File: config.mk
export PLATFORM = sky130hd
export DESIGN_NAME = rtp_ctrl
export DESIGN_NICKNAME = d
export VERILOG_FILES = /design/src/design/rtp_pkg.sv /design/src/design/rtp_ctrl.sv
export SDC_FILE = /design/constraint.sdc
export NUM_CORES = 1
export LEC_CHECK = 0
export ABC_AREA = 1
export BUFFER_PORTS_ARGS = -buffer_cell sky130_fd_sc_hd__buf_2
export CAP_MARGIN = 10
export CORE_MARGIN = 2
export CORE_UTILIZATION = 55
export DETAILED_ROUTE_END_ITERATION = 8
export GPL_TIMING_DRIVEN = 1
export HOLD_SLACK_MARGIN = 0.12
export PLACE_DENSITY = 0.75
export SLEW_MARGIN = 25
export SYNTH_ARGS = -nofsm -noshare
export SYNTH_HDL_FRONTEND = slang
export SYNTH_SLANG_ARGS = --single-unit
export TNS_END_PERCENT = 10
File: constraint.sdc
create_clock -name core_clk -period 4.4 [get_ports core_clk]
set_input_delay 0.22 -clock core_clk [delete_from_list [all_inputs] [get_ports core_clk]]
set_output_delay 0.22 -clock core_clk [all_outputs]
set_load 0.01 [all_outputs]
File: src/design/rtp_pkg.sv
// constants and types for the rtc output, supply and trim register block
package rtp_pkg;
	// register offsets on the two-wire bus
	localparam logic [7:0] REG_STATUS = 8'h07;
	localparam logic [7:0] REG_INT = 8'h08;
	localparam logic [7:0] REG_MAIN = 8'h09;
	localparam logic [7:0] REG_BATT = 8'h0a;
	localparam logic [7:0] REG_TRIM = 8'h0b;
	localparam logic [7:0] REG_UNMAPPED = 8'h00;
	// bit positions and field layouts
	localparam int STAT_LOW_MAIN_SUPPLY_FLAG_BIT = 3;
	localparam int INT_FOBAT_BIT = 4;
	localparam int FO_LSB = 0;
	localparam int FO_W = 4;
	localparam int MAIN_CLR_BIT = 7;
	localparam int LVL_W = 3;
	localparam int BROWN_LSB = 0;
	localparam int BATT_DISC_BIT = 6;
	localparam int B1_LSB = 3;
	localparam int B2_LSB = 0;
	localparam int AT_LSB = 0;
	localparam int AT_W = 6;
	localparam int DT_LSB = 6;
	localparam int DT_W = 2;
	// highest legal level codes, above are reserved
	localparam logic [2:0] BROWN_MAX = 3'h5;
	localparam logic [2:0] BATT_MAX = 3'h6;
	// coarse trim codes
	localparam logic [1:0] DT_PLUS = 2'h1;
	localparam logic [1:0] DT_MINUS = 2'h3;
	// output frequency codes and divider taps
	localparam logic [3:0] FO_OFF = 4'h0;
	localparam logic [3:0] FO_OSC = 4'h1;
	localparam int DIV_W = 20;
	localparam int SEC_W = 15;
	localparam logic [4:0] FO_TAP [16] = '{5'h00, 5'h00, 5'h02, 5'h04, 5'h08, 5'h09,
		5'h0a, 5'h0b, 5'h0c, 5'h0d, 5'h0e, 5'h0f, 5'h10, 5'h11, 5'h12, 5'h13};
	// slave address, arbitrary value
	localparam logic [6:0] DEV_ADDR = 7'h5a;
	// synchroniser lanes
	localparam int PIN_SCL = 0;
	localparam int PIN_SDA = 1;
	localparam int PIN_OSC = 2;
	localparam int PIN_BAT = 3;
	localparam int PIN_BROWN = 4;
	localparam int PIN_PWRUP = 5;
	localparam int PIN_ALARM = 6;
	localparam int NPIN = 7;
	localparam logic [3:0] BYTE_BITS = 4'h8;
	// serial engine states
	typedef enum logic [4:0] {
		ST_IDLE = 5'b00001,
		ST_DEV = 5'b00010,
		ST_PTR = 5'b00100,
		ST_WR = 5'b01000,
		ST_RD = 5'b10000
	} rtp_state_type;
endpackage

File: src/design/rtp_ctrl.sv
// register bank, serial slave and pin logic for rtc output, supply and trim
// What this block does
// - backup supply with disable bit: pins off
// - disable bit clear: pins work on backup
// - output code zero gives static output
// - codes 1-3 give 32768, 4096, 1024 Hz
// - codes 4-7 give 64 to 8 Hz
// - codes 8-15 give 4 to 1/32 Hz
// - stamp clear write clears both stamps
// - brownout select picks six main thresholds
// - below threshold on main supply: flag set, reset pin low
// - disconnect bit cuts backup supply pin
// - main power-up clears disconnect bit
// - first battery select, seven levels
// - second battery select, seven levels
// - digital trim skips or inserts pulses
// - coarse trim codes: none, +30.5, 0, -30.5
// - digital plus analog trim span range
// - fine trim field drives capacitor bank
`timescale 1ns/1ps
`default_nettype none
module rtp_ctrl (
	input wire logic core_clk, // 200 MHz clock
	input wire logic rst_n, // power-up reset, active low
	input wire logic scl_in, // serial clock pin
	input wire logic sda_in, // serial data pin level
	output logic sda_out, // serial data drive value
	output logic sda_oe, // serial data pulls low
	input wire logic osc_32k, // oscillator clock
	input wire logic battery_mode, // running from backup supply
	input wire logic main_below_trip, // comparator: main under threshold
	input wire logic main_power_up, // main supply came up
	input wire logic alarm_irq_n, // alarm logic asks for irq
	output logic fout_out, // frequency pin drive value
	output logic fout_oe, // frequency pin pulls low
	output logic irq_out, // irq pin drive value
	output logic irq_oe, // irq pin pulls low
	output logic low_supply_reset_pin_n, // low supply reset pin
	output logic low_main_supply_flag, // status flag
	output logic stamp_clear, // clears both time stamps
	output logic [2:0] brownout_level_select, // to main comparator
	output logic [2:0] batt_first_level_select, // to battery comparator
	output logic [2:0] batt_second_level_select, // to battery comparator
	output logic battery_disconnect, // isolates backup pin
	output logic [5:0] fine_analog_trim, // capacitor bank code
	output logic [1:0] coarse_digital_trim, // digital trim code
	output logic trim_insert, // insert one oscillator pulse
	output logic trim_skip // skip one oscillator pulse
);
	import rtp_pkg::*;

	////////////////////////////////////////////////////////////////////////
	// pin synchronisers
	logic [NPIN-1:0] pin_raw;
	logic [NPIN-1:0] sync1;
	logic [NPIN-1:0] sync2;
	logic [NPIN-1:0] sync3;
	logic [NPIN-1:0] filt;
	logic [NPIN-1:0] filt_d;
	logic [NPIN-1:0] next_filt;
	logic [NPIN-1:0] rise;
	logic [NPIN-1:0] fall;

	assign pin_raw = {alarm_irq_n, main_power_up, main_below_trip, battery_mode, osc_32k,
		sda_in, scl_in};
	// a lane changes only once stages two and three agree
	assign next_filt = ((sync2 ~^ sync3) & sync2) | ((sync2 ^ sync3) & filt);
	assign rise = filt & ~filt_d;
	assign fall = ~filt & filt_d;

	// reset to ones: idle bus, no alarm
	always_ff @(posedge core_clk or negedge rst_n) begin
		if (!rst_n) begin
			sync1 <= '1;
			sync2 <= '1;
			sync3 <= '1;
			filt <= '1;
			filt_d <= '1;
		end else begin
			sync1 <= pin_raw;
			sync2 <= sync1;
			sync3 <= sync2;
			filt <= next_filt;
			filt_d <= filt;
		end
	end

	////////////////////////////////////////////////////////////////////////
	// serial slave: address, pointer, then data with auto increment
	rtp_state_type state;
	logic [3:0] bit_cnt;
	logic ack_phase;
	logic [7:0] shreg;
	logic [7:0] ptr;
	logic [7:0] rd_data;
	logic scl_f;
	logic sda_f;
	logic start_c;
	logic stop_c;
	logic byte_done;
	logic ack_end;
	logic wr_en;
	logic zero_drive;
	logic backup_pin_disable;
	logic [3:0] out_freq_select;

	assign scl_f = filt[PIN_SCL];
	assign sda_f = filt[PIN_SDA];
	assign start_c = fall[PIN_SDA] && scl_f && filt_d[PIN_SCL];
	assign stop_c = rise[PIN_SDA] && scl_f && filt_d[PIN_SCL];
	assign byte_done = fall[PIN_SCL] && !ack_phase && (bit_cnt == BYTE_BITS);
	assign ack_end = fall[PIN_SCL] && ack_phase;
	assign wr_en = byte_done && (state == ST_WR);

	// read mux; unmapped offsets read as zero
	assign rd_data = (ptr == REG_STATUS) ? (8'(low_main_supply_flag) << STAT_LOW_MAIN_SUPPLY_FLAG_BIT) :
		(ptr == REG_INT) ? {3'h0, backup_pin_disable, out_freq_select} :
		(ptr == REG_MAIN) ? {5'h00, brownout_level_select} :
		(ptr == REG_BATT) ? {1'b0, battery_disconnect, batt_first_level_select,
			batt_second_level_select} :
		(ptr == REG_TRIM) ? {coarse_digital_trim, fine_analog_trim} : REG_UNMAPPED;

	// shared shift register: bits in on rise; in reads it also shifts out
	always_ff @(posedge core_clk or negedge rst_n) begin
		if (!rst_n) begin
			state <= ST_IDLE;
			bit_cnt <= 4'h0;
			ack_phase <= 1'b0;
			shreg <= 8'h00;
			ptr <= 8'h00;
			sda_oe <= 1'b0;
		end else if (start_c) begin
			state <= ST_DEV;
			bit_cnt <= 4'h0;
			ack_phase <= 1'b0;
			sda_oe <= 1'b0;
		end else if (stop_c) begin
			state <= ST_IDLE;
			ack_phase <= 1'b0;
			sda_oe <= 1'b0;
		end else if (state != ST_IDLE) begin
			if (rise[PIN_SCL] && !ack_phase) begin
				shreg <= {shreg[6:0], sda_f};
				bit_cnt <= bit_cnt + 4'h1;
			end else if (rise[PIN_SCL] && (state == ST_RD) && sda_f) begin
				// master said no more: let go of the bus
				state <= ST_IDLE;
			end
			if (ack_end) begin
				ack_phase <= 1'b0;
				bit_cnt <= 4'h0;
				if (state == ST_RD) begin
					shreg <= rd_data;
					sda_oe <= !rd_data[7];
					ptr <= ptr + 8'h01;
				end else begin
					sda_oe <= 1'b0;
				end
			end else if (byte_done) begin
				ack_phase <= 1'b1;
				unique case (state)
					ST_DEV: begin
						if (shreg[7:1] == DEV_ADDR) begin
							sda_oe <= 1'b1;
							state <= shreg[0] ? ST_RD : ST_PTR;
						end else begin
							sda_oe <= 1'b0;
							state <= ST_IDLE;
						end
					end
					ST_PTR: begin
						sda_oe <= 1'b1;
						ptr <= shreg;
						state <= ST_WR;
					end
					ST_WR: begin
						sda_oe <= 1'b1;
						ptr <= ptr + 8'h01;
					end
					ST_RD: begin
						sda_oe <= 1'b0;
					end
				endcase
			end else if (fall[PIN_SCL]) begin
				sda_oe <= (state == ST_RD) && !shreg[7];
			end
		end
	end

	// open-drain pins only ever pull low
	always_ff @(posedge core_clk or negedge rst_n) begin
		if (!rst_n) begin
			zero_drive <= 1'b0;
		end else begin
			zero_drive <= 1'b0;
		end
	end
	assign sda_out = zero_drive;
	assign fout_out = zero_drive;
	assign irq_out = zero_drive;

	////////////////////////////////////////////////////////////////////////
	// register bank
	logic [2:0] wr_brown;
	logic [2:0] wr_b1;
	logic [2:0] wr_b2;

	assign wr_brown = shreg[BROWN_LSB +: LVL_W];
	assign wr_b1 = shreg[B1_LSB +: LVL_W];
	assign wr_b2 = shreg[B2_LSB +: LVL_W];

	// stamp clear self-clears, so it always reads back zero
	always_ff @(posedge core_clk or negedge rst_n) begin
		if (!rst_n) begin
			backup_pin_disable <= 1'b0;
			out_freq_select <= FO_OFF;
			stamp_clear <= 1'b0;
			brownout_level_select <= 3'h0;
			battery_disconnect <= 1'b0;
			batt_first_level_select <= 3'h0;
			batt_second_level_select <= 3'h0;
			coarse_digital_trim <= 2'h0;
			fine_analog_trim <= 6'h00;
		end else begin
			stamp_clear <= wr_en && (ptr == REG_MAIN) && shreg[MAIN_CLR_BIT];
			if (wr_en && (ptr == REG_INT)) begin
				backup_pin_disable <= shreg[INT_FOBAT_BIT];
				out_freq_select <= shreg[FO_LSB +: FO_W];
			end
			if (wr_en && (ptr == REG_MAIN) && (wr_brown <= BROWN_MAX)) begin
				brownout_level_select <= wr_brown;
			end
			// power-up wins over a host write
			if (rise[PIN_PWRUP]) begin
				battery_disconnect <= 1'b0;
			end else if (wr_en && (ptr == REG_BATT)) begin
				battery_disconnect <= shreg[BATT_DISC_BIT];
			end
			if (wr_en && (ptr == REG_BATT) && (wr_b1 <= BATT_MAX)) begin
				batt_first_level_select <= wr_b1;
			end
			if (wr_en && (ptr == REG_BATT) && (wr_b2 <= BATT_MAX)) begin
				batt_second_level_select <= wr_b2;
			end
			// fine trim and coarse code held for the oscillator
			if (wr_en && (ptr == REG_TRIM)) begin
				coarse_digital_trim <= shreg[DT_LSB +: DT_W];
				fine_analog_trim <= shreg[AT_LSB +: AT_W];
			end
		end
	end

	////////////////////////////////////////////////////////////////////////
	// divider, output pin and trim pulses
	logic [DIV_W-1:0] div;
	logic tap_level;
	logic pins_on;
	logic sec_tick;
	logic low_main_supply_flag_now;

	assign tap_level = (out_freq_select == FO_OSC) ? filt[PIN_OSC] :
		div[FO_TAP[out_freq_select]];
	// pins follow the disable bit only on backup
	assign pins_on = !(filt[PIN_BAT] && backup_pin_disable);
	assign sec_tick = rise[PIN_OSC] && (div[SEC_W-1:0] == '1);
	// detection runs only on main supply
	assign low_main_supply_flag_now = filt[PIN_BROWN] && !filt[PIN_BAT];

	// ripple-free binary divider on oscillator edges
	always_ff @(posedge core_clk or negedge rst_n) begin
		if (!rst_n) begin
			div <= '0;
		end else if (rise[PIN_OSC]) begin
			div <= div + 1'b1;
		end
	end

	// pin drivers and status, all registered
	always_ff @(posedge core_clk or negedge rst_n) begin
		if (!rst_n) begin
			fout_oe <= 1'b0;
			irq_oe <= 1'b0;
			low_main_supply_flag <= 1'b0;
			low_supply_reset_pin_n <= 1'b0;
			trim_insert <= 1'b0;
			trim_skip <= 1'b0;
		end else begin
			// code zero leaves the pin released
			fout_oe <= pins_on && (out_freq_select != FO_OFF) && !tap_level;
			irq_oe <= pins_on && !filt[PIN_ALARM];
			low_main_supply_flag <= low_main_supply_flag_now;
			low_supply_reset_pin_n <= !low_main_supply_flag_now;
			// one pulse a second is about 30.5 ppm
			trim_insert <= sec_tick && (coarse_digital_trim == DT_PLUS);
			trim_skip <= sec_tick && (coarse_digital_trim == DT_MINUS);
		end
	end
endmodule
`default_nettype wire

Word-level counts from Yosys, hierarchy flattened:

Memory sizes are Yosys's and may differ from the RTL's.
Index checks and enable logic that the tools add are counted.

* add/subtract/negate cells: 3
* order comparisons: 5
* equal/unequal tests: 18
* muxes and demuxes: 48
* bitwise gates (word level): 12
* reductions and logical operators: 51

Operators by type and width (count)
* $mux 8: 11
* $mux 5: 11
* $eq 8x4->1 const B: 4
* $logic_and 1x1->1: 28
* $add 20x1->20 const B: 1
* $mux 4: 5
* $mux 1: 17
* $pmux 8 s2: 1
* $eq 15x15->1 const B: 1
* $and 7x7->7: 2
* $pmux 5 s2: 1
* $le 3x3->1 const B: 3
* $reduce_bool 3->1: 3
* $add 8x1->8 const B: 1
* $eq 8x3->1 const B: 1
* $logic_not 1->1: 8
* $reduce_bool 4->1: 2
* $eq 7x7->1 const B: 1
* $or 7x7->7: 1
* $xnor 7x7->7: 1
* $xor 7x7->7: 1
* $and 6x6->6: 1
* $lt 5x6->1 const B: 1
* $not 6->6: 1
* other kinds (25): 30

* register bits after elaboration: 111
* bits in read-only memories: 80
* input bits: 9
* logic and storage cells: 165
* memories: 1

Memories
* (no name shown): depth 16, bits a word 5, rd ports 1, clocked after memory_dff 0, write ports 0, RTL line rtp_ctrl.sv:262 `div[FO_TAP[out_freq_select]];`

Longest topological paths before layout:

Gate-level depths: netlist of run 1.

* depth in word-level cells: 12
* mapped depth: 13

Least setup slack after synthesis of run 1:

OpenSTA, ideal clock, no wires.

* path type: register to register
* start point: register filt[0]
* end point: register bit_cnt[2]
* setup time: 120 ps
* arrival time: 1462 ps
* required time: 4280 ps
* setup slack: 2817 ps
* cell stages (with the launch flop): 10
* cells stage by stage: dfstp_2 inv_1 or2_4 nor2_4 inv_2 nand2_1 o21ai_2 nor2_1 xor2_1 nor2_1

* longest elaborated chain between the ends: 7
* elaborated cells on any way between the ends: 17

Ends and longest elaborated chain
* start, declared: RTL line rtp_ctrl.sv:58 `logic [NPIN-1:0] filt;`
* start signal, assigned: RTL line rtp_ctrl.sv:83 `filt <= next_filt;`
* $not 2->2: RTL line rtp_ctrl.sv:69 `assign fall = ~filt & filt_d;`
* $and 2x2->2: RTL line rtp_ctrl.sv:69
* $logic_and 1x1->1: RTL line rtp_ctrl.sv:112 `assign ack_end = fall[PIN_SCL] && ack_phase;`
* $mux 4: RTL line rtp_ctrl.sv:149 `if (ack_end) begin`
* $mux 4: RTL line rtp_ctrl.sv:141 `end else if (state != ST_IDLE) begin`
* $mux 4: RTL line rtp_ctrl.sv:137 `end else if (stop_c) begin`
* $mux 4: RTL line rtp_ctrl.sv:132 `end else if (start_c) begin`
* end signal, assigned: RTL line rtp_ctrl.sv:144 `bit_cnt <= bit_cnt + 4'h1;`
* end, declared: RTL line rtp_ctrl.sv:91 `logic [3:0] bit_cnt;`

Parallel ways exist; a longest one is shown, timed or not. The select of a mux whose other input is x is not followed.
A chain may end at the register's enable or synchronous reset.

Worst setup path in the final report of run 1:

* start point: register bit_cnt[0]
* end point: register ptr[4]

* longest elaborated chain between the ends: 4

Ends and longest elaborated chain
* $eq 4x4->1: RTL line rtp_ctrl.sv:111 `assign byte_done = fall[PIN_SCL] && !ack_phase && (bit_cnt == BYTE_BITS);`
* $logic_and 1x1->1: RTL line rtp_ctrl.sv:111
* $reduce_bool 2->1 (no source line)
* $reduce_and 6->1 (no source line)
* end signal, assigned: RTL line rtp_ctrl.sv:155 `ptr <= ptr + 8'h01;`
* end signal, assigned: RTL line rtp_ctrl.sv:173 `ptr <= shreg;`
* end signal, assigned: RTL line rtp_ctrl.sv:178 `ptr <= ptr + 8'h01;`
* end, declared: RTL line rtp_ctrl.sv:94 `logic [7:0] ptr;`

Every way passes these cells.

==> summary by stage, run 1 <==
Floorplanning
The height of the chip is approximately 100 um. After floorplanning, the core was divided into 36 placement rows. For this configuration, the core starts out at a cell density of 56.65%. The floorplan step defined a die boundary enclosing about 0.011 sq mm.

The area of the core region is 0.009729 sq mm. Pin placement for this block handled 38 I/O pins. The die width is between 100 and 150 um.

Clock tree
The number of sinks on the clock net is 109. The buffer count from post-CTS setup fixing is 0. The tree is rooted in a sky130_fd_sc_hd__clkbuf_8. The clock-pin slew on the worst setup and hold paths is ~0.11 ns. The count of instances resized after the clock tree is built is 0.

The total CTS buffers is 9. The hold-fix buffer count after cts is 8. TritonCTS built the clock tree. The clock latency reported for the late side of the worst-skew pair is approximately 0.37 ns. CTS built an H-tree with a depth of 3. The clock passes through at most 2 buffers.

Worst setup path
STA classifies the critical path startpoint as a flop. The data required time of the critical path is 4.66 ns. The arrival time reported for the critical path endpoint is between 2 and 2.5 ns. Along the worst path, the maximum fanout reaches 11. The type of element capturing the critical path is a flop. The category of the critical setup timing path is reg -> reg.

Power and ir drop
The worst-case IR drop observed on VDD is approximately 0.00023 V. Power spread over the standard cell area amounts to between 300 and 400 mW/mm^2. In this run the static leakage power is around 3.0 nW.

Logic synthesis
Synthesis instantiated 41 different standard cells from the library. Of all flip-flops after synthesis, the portion carrying an async set or reset was between 90% and 100%. The gate count of the mapped netlist is 631. The library cell with the largest summed area after synthesis is sky130_fd_sc_hd__dfrtp_1. Sorting the synthesized cells by area gives the leading types as sky130_fd_sc_hd__dfrtp_1 35%, sky130_fd_sc_hd__dfstp_2 16%, sky130_fd_sc_hd__nand2_1 7.8%.

During synthesis, Yosys emitted a total of 0 warnings. The synthesized netlist occupies a cell area of between 0.005 and 0.006 sq mm. The number of enable flip-flop cells after synthesis is 0. The total of flip-flops plus latches after synthesis is about 110. The top cell type by area accounts for 34.51% of the synthesized area. The per-instance average area after synthesis is 8.735 sq um.

The register area share after synthesis is about 50%. The top flip-flop cell by instance count after synthesis is sky130_fd_sc_hd__dfrtp_1.

Routing
Summed over all layers, the routed wires come to about 12,000 um. The via count is approximately 4,300. After detailed routing, the average wire length per cell comes to 14.13 um.

Once detail routing completed, the nets flagged for antenna violations numbered 0. The DRC violation count after routing is 0. After the first detailed-routing iteration, the DRC count stood at 323. The number of detailed-routing iterations run before antenna repair is 5. Dividing the detail-routed via count by the number of cells gives 5.309.

Global route
The residual overflow from global routing is 0. The first global-routing pass estimated 20,040 um of wire. The via count of the first global-routing pass is 4,272.

For this run, the total global-route usage over all layers was measured as a little under a quarter. Entering global routing, the biggest net connects 73 pins. The number of antenna violations at the first check in global routing is 0.

Timing
The setup slack of the critical path after layout is roughly 2.5 ns. Setup violations remaining at the end of the flow were counted as 0. After layout, the minimum clock period comes to between 1.5 and 2 ns. Of the available clock period, the critical path in the final layout requires between 40% and 50%.

The final number of max-transition violations was 0. The final count of hold timing violations is 0. Setup repair after global routing left no endpoint under its margin.

The pin slew with the least headroom to its limit is between 0.9 and 1 ns. The sum of negative setup slack is 0 ns. Derived from the worst setup path, the maximum achievable clock frequency is 515.2 MHz.

Clock skew on the completed layout was measured at about 0.015 ns. Headroom to the max-slew limit came out at between 30 and 40%.

Cells and area
The number of nets in the final layout is 702. The finished cells cover between 0.006 and 0.007 sq mm. The number of diodes added for antenna fixing is 0. The post-route netlist has roughly a fifth of its cells at a drive strength greater than 1. Compared with the post-synthesis result, the final layout area differs by 9.852%.

Placement
Detailed placement finished with a half-perimeter wire length of approximately 8400 um. At the end of routability-driven placement, the weighted congestion stood at roughly 0.90. The total of buffers placed on input and output ports is 34. OpenSTA, run right after detailed placement, puts the worst setup slack at between 2 and 2.5 ns.

Once placement finished, the instance area stood at between 0.005 and 0.006 sq mm.

Worst hold path
The worst hold path class is reg -> reg.

Outcome
The run finished with clean final reports.

Flow run
The max-cap violation count is 0.
-- report_power, final --
| part | switching [mW] | total, mW | internal (mW) |
|---|---|---|---|
| registers | 0.139 | 1.28 | 1.14 |
| logic | 0.353 | 0.528 | 0.175 |
| clock network | 0.352 | 0.567 | 0.215 |
-- layout by cell type, fill, tap and decap left out, types with 4 or more instances in the layout --
cell | Yosys | routed
sky130_fd_sc_hd__nand2_1 | 115 | 115
sky130_fd_sc_hd__inv_1 | 86 | 86
sky130_fd_sc_hd__dfrtp_1 | 76 | 76
sky130_fd_sc_hd__nor2_1 | 58 | 58
sky130_fd_sc_hd__nand3_1 | 56 | 56
sky130_fd_sc_hd__o21ai_0 | 39 | 39
sky130_fd_sc_hd__dfstp_2 | 33 | 33
sky130_fd_sc_hd__buf_2 | 4 | 33
sky130_fd_sc_hd__a21oi_1 | 28 | 28
sky130_fd_sc_hd__xor2_1 | 20 | 20
sky130_fd_sc_hd__ha_1 | 16 | 16
sky130_fd_sc_hd__nor3_1 | 11 | 11
sky130_fd_sc_hd__inv_2 | 9 | 9
sky130_fd_sc_hd__nor2_4 | 9 | 9
sky130_fd_sc_hd__clkbuf_8 | 0 | 9
sky130_fd_sc_hd__nand4_1 | 8 | 8
sky130_fd_sc_hd__dlygate4sd3_1 | 0 | 8
sky130_fd_sc_hd__a21o_1 | 7 | 7
sky130_fd_sc_hd__o21ai_1 | 7 | 7
sky130_fd_sc_hd__nand2_2 | 5 | 5
sky130_fd_sc_hd__nor2_2 | 5 | 5
sky130_fd_sc_hd__nand3_2 | 4 | 4
-- worst max-delay path: stages, from the launching register on --
cell and delay (ns):
sky130_fd_sc_hd__dfrtp_1 0.41, sky130_fd_sc_hd__inv_1 0.11, sky130_fd_sc_hd__ha_1 0.16, sky130_fd_sc_hd__inv_1 0.04, sky130_fd_sc_hd__nor2_1 0.17, sky130_fd_sc_hd__nand3_2 0.16
sky130_fd_sc_hd__nand2_1 0.10, sky130_fd_sc_hd__inv_1 0.06, sky130_fd_sc_hd__nor2_2 0.32, sky130_fd_sc_hd__inv_1 0.17, sky130_fd_sc_hd__nand2_1 0.08, sky130_fd_sc_hd__o21ai_0 0.07
-- path summary, 6_finish.rpt --
check,from,end,slack [ns],depth (start not counted)
setup / recovery,bit_cnt[0],ptr[4],2.46,11
hold / removal,sync1[5],sync2[5],0.36,0
setup reg to reg,bit_cnt[0],ptr[4],2.46,11
hold reg to reg,sync1[5],sync2[5],0.36,0
max in group asynchronous,rst_n,filt[1],2.83,3
min in group asynchronous,rst_n,div[11],0.52,2
-- cell usage after synthesis (3+ instances only) --
library cell / number
sky130_fd_sc_hd__buf_4: 4
sky130_fd_sc_hd__nand2_1: 115
sky130_fd_sc_hd__dfstp_2: 33
sky130_fd_sc_hd__o21ai_1: 7
sky130_fd_sc_hd__o21ai_0: 39
sky130_fd_sc_hd__nand4_1: 8
sky130_fd_sc_hd__xor2_1: 20
sky130_fd_sc_hd__nand3_1: 56
sky130_fd_sc_hd__nand3b_1: 3
sky130_fd_sc_hd__a211oi_1: 3
sky130_fd_sc_hd__nor2_1: 58
sky130_fd_sc_hd__nand3_2: 4
sky130_fd_sc_hd__nor3_1: 11
sky130_fd_sc_hd__buf_2: 4
sky130_fd_sc_hd__a21o_1: 7
sky130_fd_sc_hd__dfrtp_1: 76
sky130_fd_sc_hd__nor2_4: 9
sky130_fd_sc_hd__nor2_2: 5
sky130_fd_sc_hd__nand2_2: 5
sky130_fd_sc_hd__inv_2: 9
sky130_fd_sc_hd__a21oi_1: 28
sky130_fd_sc_hd__ha_1: 16
sky130_fd_sc_hd__inv_1: 86
sky130_fd_sc_hd__nand2_4: 3
-- sequential cells by signal (all words and copies together), names as in the netlist, 3 cells and up --
| name | cells |
|---|---|
| ptr | 8 |
| sync1 | 7 |
| brownout_level_select | 3 |
| div | 20 |
| out_freq_select | 4 |
| sync2 | 7 |
| shreg | 8 |
| sync3 | 7 |
| bit_cnt | 4 |
| filt | 7 |
| batt_second_level_select | 3 |
| batt_first_level_select | 3 |
| fine_analog_trim | 6 |
| state | 5 |
| filt_d | 4 |
-- layout make-up --
class	instances	area [sq um]
clock inverters	7	57.56
flip-flops and latches	109	2769
well taps	133	166.4
inverters	95	356.6
fillers	849	3675
repair buffers	43	260.3
clock buffers	9	123.9
multi-input cells	419	2321
-- through the flow --
| step | power, mW | utilization [%] | hold slack [ns] | cells |
|---|---|---|---|---|
| detailed placement | 1.809 | 59.54 | 0.3261 | 791 |
| global placement | 1.777 | 59.54 | 0.3245 | 791 |
| CTS | 2.384 | 62.23 | 0.3627 | 815 |
| floorplan | 1.640 | - | -0.07559 | 633 |
| global route | 2.526 | 62.23 | 0.3650 | 815 |
| finish | 2.372 | 62.23 | 0.3620 | 815 |
-- kinds of logic (layout without fill, tap and decap cells) --
logic type,count (synthesis),count (layout),synth area share [%]
other,1,3,0.06804
muxes,1,1,0.2043
and+or+nand+nor,287,287,25.43
AOI/OAI and AO/OA,92,92,9.466
xor gates and xnor gates,20,20,3.178
adders and majority gates,16,16,3.632
buffers and inverters,105,154,7.787
DFF,109,109,50.24
-- layer usage --
metal | global-route usage [%] | vias to the layer above | wire length, um
met2 | 35.62 | 148 | 5265
met1 | 31.58 | 2045 | 5260
li1 | - | 2111 | -
met5 | 0 | - | 0
met3 | 3.697 | 23 | 727
met4 | 9.459 | 0 | 263
Power figures use the tool's default switching activity.
==> run 2, diff against run 1 <==
--- a/config.mk
+++ b/config.mk
@@ -13,7 +13,7 @@
 export DETAILED_ROUTE_END_ITERATION = 8
 export GPL_TIMING_DRIVEN = 1
 export HOLD_SLACK_MARGIN = 0.12
-export PLACE_DENSITY = 0.75
+export PLACE_DENSITY = 0.77
 export SLEW_MARGIN = 25
 export SYNTH_ARGS = -nofsm -noshare
 export SYNTH_HDL_FRONTEND = slang
==> constraint.sdc (replaced) <==
create_clock -name core_clk -period 1.66 [get_ports core_clk]
set_input_delay 0.083 -clock core_clk [delete_from_list [all_inputs] [get_ports core_clk]]
set_output_delay 0.083 -clock core_clk [all_outputs]
set_load 0.01 [all_outputs]
==> run 2 against run 1 <==
  * Die area is the same
  * Clock-buffer cell count unchanged
  * Total power grew to 2.9 times the previous value
  * Sequential power rose to 2.6 times the previous value
  * First-iteration DRC count decreased by 11%
  * Final cell count grew 6.5%
  * Routed wire length up 14%
  * Flip-flop and latch count stayed put
  * Critical path depth is 2 lower
  * The run now ends with setup timing left
  * Core utilization increased by 7.7 points
  * Non-clock buffer count rose by 52
  * Clock power grew to 3.0 times the previous value
==> summary by stage, run 2 (synthesis gave the netlist of run 1 again) <==
Outcome
The flow ran to the end, but the final reports show violations. The final reports fail on setup timing.

Timing
The post-route minimum period is 1.740 ns (-0.2007 ns). The fmax was 574.6 MHz (+12%). Setup repair after global routing could not meet its margin everywhere.

The final-report setup violation count is 8 (+8). The worst slack on hold paths is 0.1957 ns (-0.1662 ns). The setup slack of the critical path after layout is -0.08042 ns (-2.539 ns). The pin slew with the least headroom to its limit was 0.5115 ns (-0.4189 ns). The final worst clock skew came to 0.01159 ns (-0.003094 ns). The share of the clock period used by the worst path was 104.8% (+61 points). The final count of hold timing violations is 0 (unchanged). The final number of max-transition violations is 0 (unchanged). The max-slew headroom at the worst pin is 65.90% (+28 points).

Cells and area
The number of nets in the final layout is 755 (+7.5%). The final cell utilization of the core is 69.89% (+7.7 points). The number of filler instances in the final layout is 730 (-14%). The most common cell after layout, fill and taps aside is sky130_fd_sc_hd__nand2_1. The share of final-layout standard cells stronger than drive strength 1 is 32.65% (+14 points).

The largest registers in the layout are div x20, ptr x8, shreg x8. The number of flip-flops under the largest register name is 20 (unchanged). From synthesis to final layout, the design area changed by 23.38%. The finished layout cell area came to 0.006800 sq mm (+12%). The number of diodes added for antenna fixing is 0 (unchanged). The register with the most flip-flops in the final layout is div. The library cells used most frequently in the layout, excluding fill and tap cells, are 104 x sky130_fd_sc_hd__nand2_1, 73 x sky130_fd_sc_hd__inv_1, 73 x sky130_fd_sc_hd__dfrtp_1.

Clock tree
Clock tree synthesis selected as its root buffer the cell sky130_fd_sc_hd__clkbuf_8. The total number of H-tree levels is 3 (unchanged). TritonCTS built the clock tree. The clock-pin slew on the worst setup and hold paths is 0.10 ns (about the same).

The number of sinks on the clock net is 109 (unchanged). The total CTS buffers is 9 (unchanged). The clock latency reported for the late side of the worst-skew pair is 0.39 ns (+0.02 ns). The number of buffers on the longest clock path is 2 (unchanged).

Floorplanning
The starting density of the core is 56.65% (unchanged). The die width is 104.1 um (unchanged). The die footprint is 0.01084 sq mm (unchanged).

The number of top-level design ports is 38 (unchanged). The standard-cell row count is 36 (unchanged). The area of the core region is 0.009729 sq mm (unchanged).

The height of the chip is 104.1 um (unchanged).

Worst setup path
The critical path is of the reg -> reg type. STA classifies the critical path endpoint as a flop. The depth of the most critical reg-to-reg path is 9 (-2).

The data required time of the critical path is 1.94 ns (-2.72 ns). The startpoint kind of the worst setup timing path is a flop. The arrival time reported for the critical path endpoint was 2.02 ns (-0.18 ns). The highest fanout seen on the critical path is 8 (-3).

Global route
The via count of the first global-routing pass is 4,399 (+3.0%). The number of antenna violations at the first check in global routing is 0 (unchanged). The first-pass GRT wire length is 20,610 um (+2.9%). The total global-route track usage came to 23.43% (+0.72 points).

The largest net degree at the start of global routing is 42 (-42%). The residual overflow from global routing is 0 (unchanged).

Routing
The number of detailed-routing iterations run before antenna repair is 5 (unchanged). The routed wire length is 13,080 um (+14%). The wire length per cell after detailed routing came to 15.06 um (+6.6%). The via count is 4,647 (+7.4%). The DRC violation count after routing is 0 (unchanged). The vias per cell is 5.354 (+0.84%).

The violation count after the first detailed-route iteration was 286 (-11%). The number of nets with antenna violations after detailed routing came to 0 (unchanged).

Power and ir drop
The static leakage came to 3.317 nW (+11%). The peak ir drop on the vdd network is 0.0006414 V (+180%). The total power of the final layout came to 6.982 mW (+190%). The total power per unit cell area is 1027 mW/mm^2 (+160%).

Placement
The total of buffers placed on input and output ports came to 34 (unchanged). The post-place instance area came to 0.006091 sq mm (+5.1%). The final RePlAce weighted congestion came to 0.9614 (+6.6%).

The post-DP HPWL was 8787 um (+4.3%).

Flow run
The max-cap violation count is 0 (unchanged).

Worst hold path
The min-delay analysis places its worst path in the category in -> async.
[run 2: per-stage QoR]
stage / worst slack [ns] / setup TNS, ns / instances
final: -0.08042 / -0.2408 / 868
after detailed placement: -0.05543 / -0.3196 / 824
after global routing: -0.1215 / -2.114 / 868
after CTS: -0.01634 / -0.05250 / 858
after global placement: 0.03155 / 0 / 824
after floorplan: 0.07747 / 0 / 633
[run 2: worst max-delay path, cell delays in order, from the launching register on]
cell                      delay (ns)
sky130_fd_sc_hd__dfstp_2        0.57
sky130_fd_sc_hd__inv_2          0.06
sky130_fd_sc_hd__or2_4          0.25
sky130_fd_sc_hd__nor2_4         0.10
sky130_fd_sc_hd__inv_2          0.06
sky130_fd_sc_hd__nand2_2        0.09
sky130_fd_sc_hd__o21ai_4        0.09
sky130_fd_sc_hd__nor2_2         0.13
sky130_fd_sc_hd__xor2_1         0.20
sky130_fd_sc_hd__nor2_1         0.07
[run 2: final timing paths]
path                                 startpoint          to  slack (ns)
min in group core_clk           main_below_trip    sync1[4]        0.32
worst max-delay path                    filt[0]  bit_cnt[2]       -0.08
max in group asynchronous                 rst_n    sync3[1]        0.83
worst min-delay path                      rst_n     div[13]        0.20
worst max register to register          filt[0]  bit_cnt[2]       -0.08
worst min register to register         sync1[3]    sync2[3]        0.36
[run 2: cell type report]
type | count | area [sq um] | area share, %
sequential | 109 | 2773 | 40.77
inverter | 95 | 361.6 | 5.317
clock buffer | 9 | 123.9 | 1.822
timing repair buffer | 95 | 719.4 | 10.58
multi-input combinational | 420 | 2579 | 37.92
tap | 133 | 166.4 | 2.447
clock inverter | 7 | 77.57 | 1.141
[run 2: report_power, final]
group / switching, mW / internal (mW)
Combinational: 1.16 / 0.749
Sequential: 0.359 / 3.02
Clock: 0.975 / 0.717
[run 2: metal layers]
metal	vias up	wire (um)	global-route usage (%)
met3	33	795	4.010
met2	169	6278	37.27
li1	2223	-	-
met5	-	0	0
met1	2222	5695	31.69
met4	0	306	10.42
[run 2: repair_timing]
action                                 CTS  global route
hold buffers                             8             0
setup buffers                           10             9
gates resized for setup                 23            61
setup endpoints to repair               20            54
pin swaps                               15            19
gates cloned                             0             1
endpoints found under the hold margin   88             0
==> run 3, diff against run 2 <==
--- a/config.mk
+++ b/config.mk
@@ -5,15 +5,14 @@
 export SDC_FILE = /design/constraint.sdc
 export NUM_CORES = 1
 export LEC_CHECK = 0
-export ABC_AREA = 1
 export BUFFER_PORTS_ARGS = -buffer_cell sky130_fd_sc_hd__buf_2
 export CAP_MARGIN = 10
 export CORE_MARGIN = 2
-export CORE_UTILIZATION = 55
+export CORE_UTILIZATION = 54
 export DETAILED_ROUTE_END_ITERATION = 8
 export GPL_TIMING_DRIVEN = 1
 export HOLD_SLACK_MARGIN = 0.12
-export PLACE_DENSITY = 0.77
+export PLACE_DENSITY = 0.76
 export SLEW_MARGIN = 25
 export SYNTH_ARGS = -nofsm -noshare
 export SYNTH_HDL_FRONTEND = slang
==> run 3 against run 2 <==
  * The flow still finishes with violations (setup timing)
  * Clock skew shrank 0.0017 ns
  * Synthesized cell count is 18% lower
  * Non-clock buffer count grew 33
  * Via count decreased by 4.0%
  * Die area barely moved
  * Hold slack got worse by 0.024 ns
  * Largest cell class unchanged
==> summary by stage, run 3 <==
Outcome
The run finished, with violations left. The checks that failed: setup timing.

Timing
The fmax is 529.7 MHz (-7.8%). The post-route minimum period is 1.888 ns (+0.1475 ns). The worst slack on hold paths was 0.1713 ns (-0.02444 ns). The setup slack of the critical path after layout is -0.2279 ns (-0.1475 ns). The final-report setup violation count is 38 (+30).

The share of the clock period used by the worst path is 113.7% (+8.9 points). Setup repair after global routing could not meet its margin everywhere. The final worst clock skew is 0.009854 ns (-0.001733 ns). The final count of hold timing violations came to 0 (unchanged).

The final number of max-transition violations is 0 (unchanged).

Worst setup path
The type of element capturing the critical path is a flop. The startpoint kind of the worst setup timing path is a flop. The library cell contributing the largest single delay on the critical path is sky130_fd_sc_hd__dfrtp_2.

The arrival time reported for the critical path endpoint is 2.17 ns (+0.15 ns). The highest fanout seen on the critical path is 7 (-1). The worst setup path is of the reg -> reg kind. The maximum single-stage delay on the critical path was 0.45 ns (-0.12 ns). The critical path goes through nor4_4 -> nand2_4 -> nor3_4 -> buf_4 -> nand3_1 -> mux2_2. The data required time of the critical path is 1.94 ns (about the same).

Logic synthesis
The gate count of the mapped netlist is 515 (-18%). Counting instances in the post-synthesis netlist gives the leading cell types as 76 x sky130_fd_sc_hd__dfrtp_1, 55 x sky130_fd_sc_hd__nand2_1, 37 x sky130_fd_sc_hd__a21oi_1. The leading cell type by number of instances after synthesis is sky130_fd_sc_hd__dfrtp_1. The proportion of netlist area held by the largest area contributor is 35.18% (+0.67 points). The number of different library cells in the post-synthesis netlist is 74 (+80%). The top flip-flop cell by instance count after synthesis is sky130_fd_sc_hd__dfrtp_1.

The total standard cell area after synthesis is 0.005406 sq mm (-1.9%). The register area share after synthesis is 51.21% (+0.98 points). The fraction of registers with async set or reset after synthesis is 100.0% (unchanged). The total of flip-flops plus latches after synthesis is 109 (unchanged). The largest total area in the synthesized netlist belongs to sky130_fd_sc_hd__dfrtp_1. The per-instance average area after synthesis is 10.50 sq um (+20%). The Yosys warning count is 0 (unchanged). The number of enable flip-flop cells after synthesis is 0 (unchanged). Yosys attributes the largest share of cell area to sky130_fd_sc_hd__dfrtp_1 35%, sky130_fd_sc_hd__dfstp_2 16%, sky130_fd_sc_hd__nand2_1 3.8%.

Clock tree
The number of sinks on the clock net was 109 (unchanged). The clock latency reported for the late side of the worst-skew pair is 0.39 ns (about the same). The total number of H-tree levels is 3 (unchanged).

The root buffer cell is sky130_fd_sc_hd__clkbuf_8. The clock-pin slew on the worst setup and hold paths was 0.11 ns (about the same). TritonCTS built the clock tree. The total CTS buffers came to 9 (unchanged). The number of buffers on the longest clock path is 2 (unchanged).

Global route
The first-pass GRT wire length is 22,020 um (+6.9%). The met3 demand-to-capacity share in global routing is 4.699% (+0.69 points). The via count of the first global-routing pass is 4,510 (+2.5%). The met2 capacity usage during global routing came to 40.93% (+3.7 points).

The most utilized layer in the global route result is met2. The global-route met1 utilization is 34.42% (+2.7 points). The total global-route track usage is 25.30% (+1.9 points). The number of antenna violations at the first check in global routing is 0 (unchanged). The largest net degree at the start of global routing is 42 (unchanged).

The residual overflow from global routing is 0 (unchanged).

Floorplanning
The starting density of the core came to 55.57% (-1.1 points). The die width is 104.1 um (about the same). The area of the core region came to 0.009729 sq mm (unchanged).

The number of top-level design ports is 38 (unchanged). The standard-cell row count is 36 (unchanged). The height of the chip is 104.1 um (about the same). The die footprint is 0.01083 sq mm (about the same).

Cells and area
The largest registers in the layout are div x20, ptr x8, shreg x8. The share of final-layout standard cells stronger than drive strength 1 came to 38.33% (+5.7 points). The finished layout cell area is 0.006773 sq mm (-0.40%). The area growth from synthesis to layout is 25.27%. The top cell types in the final layout, fill and taps aside, are 80 x sky130_fd_sc_hd__buf_4, 74 x sky130_fd_sc_hd__dfrtp_1, 52 x sky130_fd_sc_hd__nand2_1. The library cell used most frequently in the layout, excluding fill and tap cells, is sky130_fd_sc_hd__buf_4. Ranked by flip-flop count, first place goes to div.

The number of diodes added for antenna fixing came to 0 (unchanged). The number of nets in the final layout is 654 (-13%). The number of flip-flops under the largest register name is 20 (unchanged).

The number of standard cells in the layout, taps in and fillers out is 767 (-12%).

Placement
The post-place instance area is 0.006315 sq mm (+3.7%). The total of buffers placed on input and output ports is 34 (unchanged). The post-DP HPWL came to 9416 um (+7.2%). The final RePlAce weighted congestion is 0.9220 (-4.1%). The number of placed instances with taps included is 741 (-10%).

Power and ir drop
The total power of the final layout is 6.740 mW (-3.5%). The total power per unit cell area was 995.1 mW/mm^2 (-3.1%). The peak ir drop on the vdd network was 0.0006657 V (+3.8%). The static leakage is 3.229 nW (-2.7%).

Routing
The wire length per cell after detailed routing is 16.91 um (+12%). The DRC violation count after routing came to 0 (unchanged). The violation count after the first detailed-route iteration is 217 (-24%). The number of nets with antenna violations after detailed routing is 0 (unchanged). The via count was 4,460 (-4.0%). The number of detailed-routing iterations run before antenna repair was 4 (-1). The routed wire length is 12,970 um (-0.83%).

The vias per cell was 5.815 (+8.6%).

Flow run
The max-cap violation count is 0 (unchanged).

Worst hold path
The worst hold path belongs to the class in -> async.
[run 3: cell count changes in the layout (fill, tap and decap cells not counted), moves of 10 or more]
cell	before	now
sky130_fd_sc_hd__a31oi_1	0	10
sky130_fd_sc_hd__buf_4	45	80
sky130_fd_sc_hd__inv_1	73	24
sky130_fd_sc_hd__inv_2	20	1
sky130_fd_sc_hd__nand2_1	104	52
sky130_fd_sc_hd__nand2_2	15	2
sky130_fd_sc_hd__nand3_1	54	18
sky130_fd_sc_hd__nor2_1	47	16
sky130_fd_sc_hd__nor2_4	16	0
sky130_fd_sc_hd__o21ai_0	36	15
sky130_fd_sc_hd__xnor2_1	0	15
sky130_fd_sc_hd__xor2_1	20	7
[run 3: per-stage QoR]
step	util (%)	setup TNS, ns	setup WS (ns)
floorplan	-	-1.939	-0.1287
global route	69.61	-8.630	-0.3245
CTS	68.47	-3.906	-0.1930
detailed placement	64.90	-3.466	-0.1735
global placement	64.90	-2.159	-0.1274
finish	69.61	-4.404	-0.2279
[run 3: logic make-up (layout without fill, tap and decap cells)]
family | Yosys count | in the layout | share of synthesized area [%]
muxes | 20 | 20 | 4.235
DFF | 109 | 109 | 51.21
other | 1 | 3 | 0.06936
and+or+nand+nor | 165 | 165 | 17.06
buffers and inverters | 52 | 169 | 4.258
adders and majority gates | 16 | 16 | 3.703
xor gates and xnor gates | 22 | 22 | 3.564
AOI/OAI and AO/OA | 130 | 130 | 15.90
[run 3: area by class of cell]
class	count	area [sq um]
Clock buffer	9	123.9
Inverter	25	93.84
Multi-Input combinational cell	356	2576
Sequential cell	109	2771
Tap cell	133	166.4
Fill cell	724	2957
Timing Repair Buffer	128	959.7
Clock inverter	7	81.33
[run 3: final timing paths]
path | from | endpoint | slack [ns] | depth (start not counted)
setup / recovery | ptr[4] | brownout_level_select[0] | -0.23 | 6
hold / removal | rst_n | fout_oe | 0.17 | 2
setup reg to reg | ptr[4] | brownout_level_select[0] | -0.23 | 6
hold reg to reg | sync1[2] | sync2[2] | 0.36 | 0
max in group asynchronous | rst_n | state[0] | 0.86 | 3
min in group core_clk | battery_mode | sync1[3] | 0.32 | 2
[run 3: where the power goes]
part           total (mW)  leakage, nW  internal [mW]  switching, mW
Clock                1.67        0.106          0.617           1.05
Combinational        1.80         1.76          0.808          0.996
Sequential           3.27         1.37           3.00          0.264
[run 3: metal layers]
| metal | wire length (um) | part of all wire, % | vias to the layer above |
|---|---|---|---|
| li1 | - | - | 2066 |
| met1 | 5522 | 43 | 2224 |
| met2 | 6373 | 49 | 147 |
| met3 | 822 | 6.3 | 23 |
| met4 | 250 | 1.9 | 0 |
| met5 | 0 | 0 | - |
[run 3: what timing repair did]
item                                   in CTS  in global routing
resized for setup                          18                 32
setup endpoints to repair                  49                 60
setup buffers                               0                  2
endpoints found under the hold margin      93                  0
pin swaps                                  10                 11
hold buffers                                8                  0
gates cloned                                0                  0
[run 3: critical path: cells and delay by family (launching register included)]
family	cells	cell delay (ns)
buffers and inverters	1	0.16
and+or+nand+nor	4	0.88
DFF	1	0.45
muxes	1	0.28
